$ cat src/core/cow_defines.svh
// Offsets, field positions, reset values and timing counts for the
// charge option watchdog block. Definitions only.
`ifndef COW_DEFINES_SVH
`define COW_DEFINES_SVH

`define COW_REG_OPTION0 8'h12
`define COW_REG_CHG_CURRENT 8'h14
`define COW_REG_CHG_VOLTAGE 8'h15
`define COW_OPTION0_RESET 16'hE20E
`define COW_BIT_LOW_POWER 15
`define COW_BIT_WD_HI 14
`define COW_BIT_WD_LO 13
`define COW_BIT_AUTO_OFF 12
`define COW_BIT_REV_GOOD 11
`define COW_BIT_AUDIO_AVOID 10
`define COW_BIT_FREQ 9
`define COW_BIT_IREG_EN 1
// Sized to the counter so the long periods do not overflow 32 bits
`define COW_CLK_HZ 35'd100000000
`define COW_WD_SHORT_S 5
`define COW_WD_MID_S 88
`define COW_WD_LONG_S 175
`define COW_WD_SHORT_CYC (`COW_WD_SHORT_S * `COW_CLK_HZ)
`define COW_WD_MID_CYC (`COW_WD_MID_S * `COW_CLK_HZ)
`define COW_WD_LONG_CYC (`COW_WD_LONG_S * `COW_CLK_HZ)
`define COW_AUDIO_MIN_KHZ 25
`define COW_FREQ_FAST_KHZ 1200
`define COW_FREQ_SLOW_KHZ 800

`endif

$ cat src/core/cow_pkg.sv
// Types for the charge option watchdog block.
// Assumes cow_defines.svh is included by the design files.
package cow_pkg;
    typedef enum logic [1:0] {
        COW_WD_OFF,
        COW_WD_SHORT,
        COW_WD_MID,
        COW_WD_LONG
    } cow_wd_sel_t;

    // One register write from the host interface logic
    typedef struct packed {
        logic       valid;
        logic [7:0] addr;
        logic [15:0] data;
    } cow_wr_t;

    // Controls handed to the converter
    typedef struct packed {
        logic        suspend;
        logic        burst_floor_en;
        logic [10:0] burst_floor_khz;
        logic [10:0] switch_khz;
        logic        ireg_en;
        logic        low_power;
    } cow_ctrl_t;
endpackage

$ cat src/core/cow_watchdog.sv
// Charge option register upper half with host-write watchdog.
// Assumes the SMBus engine delivers decoded writes as one-cycle pulses
// and that every input is synchronous to sys_clk.
//
// Behaviour
// - Enabled watchdog with no current, voltage or option write in period forces 0 mA.
// - After timeout, current, voltage or period write restarts timer.
// - Period field: 00 off, 01 5 s, 10 88 s, 11 175 s; resets 11.
// - Auto-off bit set and battery pin falling clears regulation enable.
// - Auto-off bit clear leaves regulation enable alone on pin falling.
// - Host may write regulation enable back to 1 after auto clear.
// - Reverse-source good bit drives charger good high in reverse mode.
// - Audio-avoid bit keeps burst frequency above 25 kHz; else none.
// - Frequency bit 0 selects 1200 kHz, 1 selects 800 kHz; resets 1.
// - Period is longest gap between current, voltage or option writes.
`include "cow_defines.svh"

module cow_watchdog
    import cow_pkg::*;
(
    input wire logic sys_clk,            // 100 MHz clock
    input wire logic rst,                // Async reset, high
    input wire cow_wr_t host_wr,         // Decoded register write
    input wire logic [7:0] rd_addr,      // Read address
    output logic [15:0] rd_data,         // Read data, option reg
    input wire logic battery_present_pin, // Low when battery absent
    input wire logic reverse_source_mode, // Reverse-source active
    input wire logic adapter_good,       // Normal charger good cause
    output logic charger_good_output,    // Charger good pin level
    output cow_ctrl_t ctrl,              // Converter controls
    output logic watchdog_expired        // Timeout status
);

    // ----------------------------------------------------------------
    // Host write decode
    // ----------------------------------------------------------------
    logic [15:0] option0;
    logic wr_opt;
    logic wr_cur;
    logic wr_vol;

    // One compare shared by the three register strobes
    function automatic logic wr_hits(input cow_wr_t wr,
        input logic [7:0] addr);
        wr_hits = wr.valid && (wr.addr == addr);
    endfunction

    assign wr_opt = wr_hits(host_wr, `COW_REG_OPTION0);
    assign wr_cur = wr_hits(host_wr, `COW_REG_CHG_CURRENT);
    assign wr_vol = wr_hits(host_wr, `COW_REG_CHG_VOLTAGE);

    // ----------------------------------------------------------------
    // Battery pin edge
    // ----------------------------------------------------------------
    logic bat_q;
    logic bat_fall;

    // Resets to the fitted level; a false edge right after reset
    // is harmless because the auto-off bit resets clear
    always_ff @(posedge sys_clk or posedge rst) begin
        if (rst) begin
            bat_q <= 1'b1;
        end else begin
            bat_q <= battery_present_pin;
        end
    end

    assign bat_fall = bat_q && !battery_present_pin;

    // ----------------------------------------------------------------
    // Field view
    // ----------------------------------------------------------------
    cow_wd_sel_t period_sel;
    logic auto_off;
    logic rev_good_en;
    logic audio_avoid;
    logic freq_slow;
    logic ireg_en;
    logic low_power;

    assign period_sel = cow_wd_sel_t'(
        option0[`COW_BIT_WD_HI:`COW_BIT_WD_LO]);
    assign auto_off = option0[`COW_BIT_AUTO_OFF];
    assign rev_good_en = option0[`COW_BIT_REV_GOOD];
    assign audio_avoid = option0[`COW_BIT_AUDIO_AVOID];
    assign freq_slow = option0[`COW_BIT_FREQ];
    assign ireg_en = option0[`COW_BIT_IREG_EN];
    assign low_power = option0[`COW_BIT_LOW_POWER];

    // ----------------------------------------------------------------
    // Option register
    // ----------------------------------------------------------------
    logic auto_clear;

    assign auto_clear = bat_fall && auto_off;

    always_ff @(posedge sys_clk or posedge rst) begin
        if (rst) begin
            option0 <= `COW_OPTION0_RESET;
        end else begin
            if (wr_opt) begin
                option0 <= host_wr.data;
            end
            // Hardware clear wins over a same-cycle host write
            if (auto_clear) begin
                option0[`COW_BIT_IREG_EN] <= 1'b0;
            end
        end
    end

    // ----------------------------------------------------------------
    // Register read
    // ----------------------------------------------------------------
    // Unmapped addresses read as zero; only the option word lives here
    always_comb begin
        rd_data = 16'h0000;
        if (rd_addr == `COW_REG_OPTION0) begin
            rd_data = option0;
        end
    end

    // ----------------------------------------------------------------
    // Watchdog period
    // ----------------------------------------------------------------
    logic [34:0] wd_limit;
    logic wd_off;

    function automatic logic [34:0] wd_period(input cow_wd_sel_t sel);
        unique case (sel)
            COW_WD_SHORT: wd_period = 35'(`COW_WD_SHORT_CYC);
            COW_WD_MID: wd_period = 35'(`COW_WD_MID_CYC);
            COW_WD_LONG: wd_period = 35'(`COW_WD_LONG_CYC);
            COW_WD_OFF: wd_period = 35'h0;
        endcase
    endfunction

    // A zero limit stands for a disabled watchdog
    assign wd_limit = wd_period(period_sel);
    assign wd_off = (wd_limit == 35'h0);

    // ----------------------------------------------------------------
    // Watchdog count
    // ----------------------------------------------------------------
    // Counts raw clocks with no prescaler: 35 bits hold the longest
    // period, traded against a smaller divided counter. Periods are
    // far beyond a simulation run, so expiry is seen only in systems.
    logic [34:0] wd_count;
    logic wd_kick;
    logic wd_hit;

    // Period write restarts too, so a new period takes effect cleanly
    assign wd_kick = wr_cur || wr_vol || wr_opt;
    // Last count of the period; expiry lands one edge later
    assign wd_hit = (wd_count == wd_limit - 35'h1);

    // Counter parks at expiry so it cannot wrap into a false restart
    always_ff @(posedge sys_clk or posedge rst) begin
        if (rst) begin
            wd_count <= 35'h0;
        end else if (wd_kick || wd_off) begin
            wd_count <= 35'h0;
        end else if (!watchdog_expired) begin
            wd_count <= wd_count + 35'h1;
        end
    end

    always_ff @(posedge sys_clk or posedge rst) begin
        if (rst) begin
            watchdog_expired <= 1'b0;
        end else if (wd_kick || wd_off) begin
            watchdog_expired <= 1'b0;
        end else if (wd_hit) begin
            watchdog_expired <= 1'b1;
        end
    end

    // ----------------------------------------------------------------
    // Charger good
    // ----------------------------------------------------------------
    logic rev_good;

    assign rev_good = rev_good_en && reverse_source_mode;

    // Registered so the pin never glitches while the mode settles
    always_ff @(posedge sys_clk or posedge rst) begin
        if (rst) begin
            charger_good_output <= 1'b0;
        end else if (adapter_good || rev_good) begin
            charger_good_output <= 1'b1;
        end else begin
            charger_good_output <= 1'b0;
        end
    end

    // ----------------------------------------------------------------
    // Converter controls
    // ----------------------------------------------------------------
    // Suspend forces charge current to 0 mA in the current DAC.
    // Lower option bits other than regulation enable are not decoded.
    always_comb begin
        ctrl.suspend = watchdog_expired;
        ctrl.burst_floor_en = audio_avoid;
        if (audio_avoid) begin
            ctrl.burst_floor_khz = 11'(`COW_AUDIO_MIN_KHZ);
        end else begin
            ctrl.burst_floor_khz = 11'h0;
        end
        if (freq_slow) begin
            ctrl.switch_khz = 11'(`COW_FREQ_SLOW_KHZ);
        end else begin
            ctrl.switch_khz = 11'(`COW_FREQ_FAST_KHZ);
        end
        ctrl.ireg_en = ireg_en;
        ctrl.low_power = low_power;
    end

endmodule

$ cat config.mk
export PLATFORM = sky130hd
export DESIGN_NAME = cow_watchdog
export DESIGN_NICKNAME = d
export VERILOG_FILES = /design/src/core/cow_pkg.sv /design/src/core/cow_watchdog.sv
export VERILOG_INCLUDE_DIRS = /design/src /design/src/core
export SDC_FILE = /design/constraint.sdc
export NUM_CORES = 1
export LEC_CHECK = 0
export BUFFER_PORTS_ARGS = -buffer_cell sky130_fd_sc_hd__clkbuf_2
export CAP_MARGIN = 20
export CORE_MARGIN = 2
export CORE_UTILIZATION = 55
export DETAILED_ROUTE_END_ITERATION = 10
export MAX_ROUTING_LAYER = met4
export PLACE_DENSITY = 0.94
export SYNTH_ARGS = -nofsm -noshare
export SYNTH_HDL_FRONTEND = slang
export SYNTH_SLANG_ARGS = --single-unit
$ cat constraint.sdc
create_clock -name sys_clk -period 6.6 [get_ports sys_clk]
set_input_delay 1.32 -clock sys_clk [delete_from_list [all_inputs] [get_ports sys_clk]]
set_output_delay 1.32 -clock sys_clk [all_outputs]
set_load 0.05 [all_outputs]
==> out/results.ini <==
[timing]
rsz0062_at_grt=false
fmax_ghz=0.2556
final_hold_viol_count=0
fin_skew_ps=8.388
setup_viol=0
slew_violations=0
period_minus_slack_ps=3912
setup_tns_ps=0
finalCritPeriodShare=0.5928
max_slew.worst_pin.slew_ps=687.9
slew_headroom=0.5414

[worst_setup_path]
critPathCaptureType=output pin
start_kind=primary input
path_max_fanout=16
worstPathArrival_ps=2590
cp_data_required_time_ps=5280
path_class=in2out

[synthesis]
synthFlopType=dfrtp_1
synth_cells=332
avgSynthCellArea_um2=9.848
ys_seq_area_frac=0.4164
synth_cell_types=51
synth_edf_count=0
syn_area_um2=3269
yosys_warnings=0
ys_async_sr_fraction=1.000
synth-seq-cells=54

[floorplan]
fp.dieW_um=81.10
ioPinCount=82
die_h_um=81.10
rows=28
die-area_um2=6577
initial_core_util=0.5622
core_area_um2=5816

[cts]
cts_resized=0
insertion_delay_ps=320
cts_root_buf=clkbuf_8
cts_buffer_depth=2
cts_tree=done
post_cts_buffers=0
clkSinkCount=54
hold_buffers=0
htree_levels=2
clkTransAtPathRegs_ps=90
numCtsBuffers=5

[run]
maxCapViolCount=0

[detailed_routing]
num_vias=2530
ant_nets=0
drt_iter0_markers=159
wl_mm=6.641
drt-vias-per-instance=5.536
drcViolationCount=0
drt_pass1_iterations=5
wl_per_cell_um=14.53

[finish]
stdcell_count=457
num-fill-cells=458
seqCellArea_um2=1361
n_antenna_cell=0
fin_area_um2=3582
fin_nets=426
area_growth_pct=9.568
drive_gt1_frac=0.2880
multi_input_area_um2=1635

[pwr]
pwr_density_cell_nw_per_um2=171.2
ir_worst_vdd_v=0.00008933
p_int_w=0.0004448
swShare=0.2746
sequentialPowerShare=0.560
switching_power_w=0.0001684
p_clk_frac=0.312
p_leak_nw=1.589
p_comb_frac=0.127

[global_routing]
grt_pass1_vias=2358
grt_max_degree=55
grt_usage=0.2182
grt-ovfl-total=0
grt_pass1_wl_mm=10.63
antenna_found_initial=0

[run_status]
status=finished clean

[placement]
io_buffers=67
placed_cells=448
gp_congestion=0.8258
dp_hpwl_mm=4.920
placed_area_um2=3467

[min_path]
hp-class=reg2reg

==> cells in the final DEF, fill, tap and decap left out, types with 2 or more instances in the layout <==
| master | instances |
|---|---|
| and4b_1 | 4 |
| ha_1 | 7 |
| or2_2 | 2 |
| o21ai_0 | 13 |
| nor2b_1 | 2 |
| mux2i_1 | 3 |
| and4_1 | 2 |
| clkbuf_2 | 67 |
| nand2_1 | 18 |
| nor4_2 | 2 |
| inv_1 | 10 |
| or4_1 | 3 |
| or3_1 | 12 |
| clkbuf_8 | 6 |
| nor4_1 | 2 |
| xnor2_1 | 18 |
| conb_1 | 14 |
| and3_1 | 4 |
| dfrtp_1 | 46 |
| dfstp_2 | 8 |
| xor2_1 | 13 |
| nand3_1 | 8 |
| nand2b_1 | 2 |
| a21oi_1 | 13 |
| and2_1 | 17 |
| nand4_1 | 8 |
| nor3b_1 | 2 |
| mux2_2 | 14 |
| nor2_1 | 29 |
| nor3_1 | 9 |
| nor3_2 | 2 |
| nor4b_1 | 2 |
==> synthesized netlist by cell type, drive strengths merged, types with 9 or more instances <==
cell | count | area share
a21oi | 13 | 0.020
and2 | 17 | 0.033
buf | 32 | 0.075
dfrtp | 46 | 0.35
inv | 11 | 0.013
mux2 | 15 | 0.052
nand2 | 18 | 0.021
nand4 | 9 | 0.019
nor2 | 29 | 0.033
nor3 | 11 | 0.020
o21ai | 13 | 0.020
or3 | 12 | 0.023
xnor2 | 18 | 0.048
xor2 | 13 | 0.035
==> layer usage <==
layer / up-vias / share of wire / global-route usage
met4: 0 / 0.019 / 0.09153
met3: 16 / 0.067 / 0.04778
met1: 1211 / 0.40 / 0.2421
li1: 1204 / - / -
met2: 99 / 0.51 / 0.3793
met5: - / 0 / -
==> per-stage QoR <==
step	worst slack, ps	util	hold slack, ps	total power, W
3_5_place_dp	2682	0.5962	460.3	0.0004268
2_1_floorplan	2776	-	413.0	0.0004182
4_1_cts	2687	0.6125	476.3	0.0006160
5_1_grt	2608	0.6160	508.0	0.0006386
3_3_place_gp	2740	0.5962	435.9	0.0004246
6_report	2688	0.6160	471.0	0.0006132
==> cells by family (layout without fill, tap and decap cells) <==
group,after synthesis,after routing,share of synthesized area
xor+xnor,31,31,0.08305
mux,18,18,0.06085
simple gates,137,137,0.2422
fa+ha+maj,7,7,0.02679
flops,54,54,0.4164
other cells,2,14,0.002297
buf+inv,49,87,0.09720
compound gates,34,34,0.07119
==> worst max-delay path, cell delays in order <==
cell,delay (ps)
clkbuf_2,80
nor4b_1,250
and4b_1,470
and2_1,190
clkbuf_2,280
==> final cells by class <==
class	count	area share
well taps	75	0.02620
repair buffers	68	0.09920
clock inverters	2	0.003493
flip-flops and latches	54	0.3800
clock buffers	6	0.02305
multi-input cells	241	0.4565
inverters	11	0.01153
==> final timing paths <==
path	from	endpoint	slack (ps)	cells past startpoint
max in group asynchronous	rst	option0[15]	5020	3
min in group asynchronous	rst	wd_count[21]	990	2
max reg2reg	option0[14]	watchdog_expired	4170	6
min reg2reg	option0[12]	option0[1]	470	1
min	option0[12]	option0[1]	470	1
max	rd_addr[5]	rd_data[1]	2690	5
==> flip-flops by register name (all words and copies together), names as in the netlist <==
signal,cells
wd_count,35
watchdog_expired,1
bat_q,1
option0,16
charger_good_output,1
==> power by group through the flow <==
stage	clock, W	sequential [W]	combinational, W
6_report	0.000192	0.000344	0.0000780
5_1_grt	0.000209	0.000345	0.0000849
4_1_cts	0.000195	0.000344	0.0000770
3_5_place_dp	0	0.000350	0.0000768
3_3_place_gp	0	0.000350	0.0000751
2_1_floorplan	0	0.000349	0.0000689
Note: power is estimated with default switching activity, not from simulation.
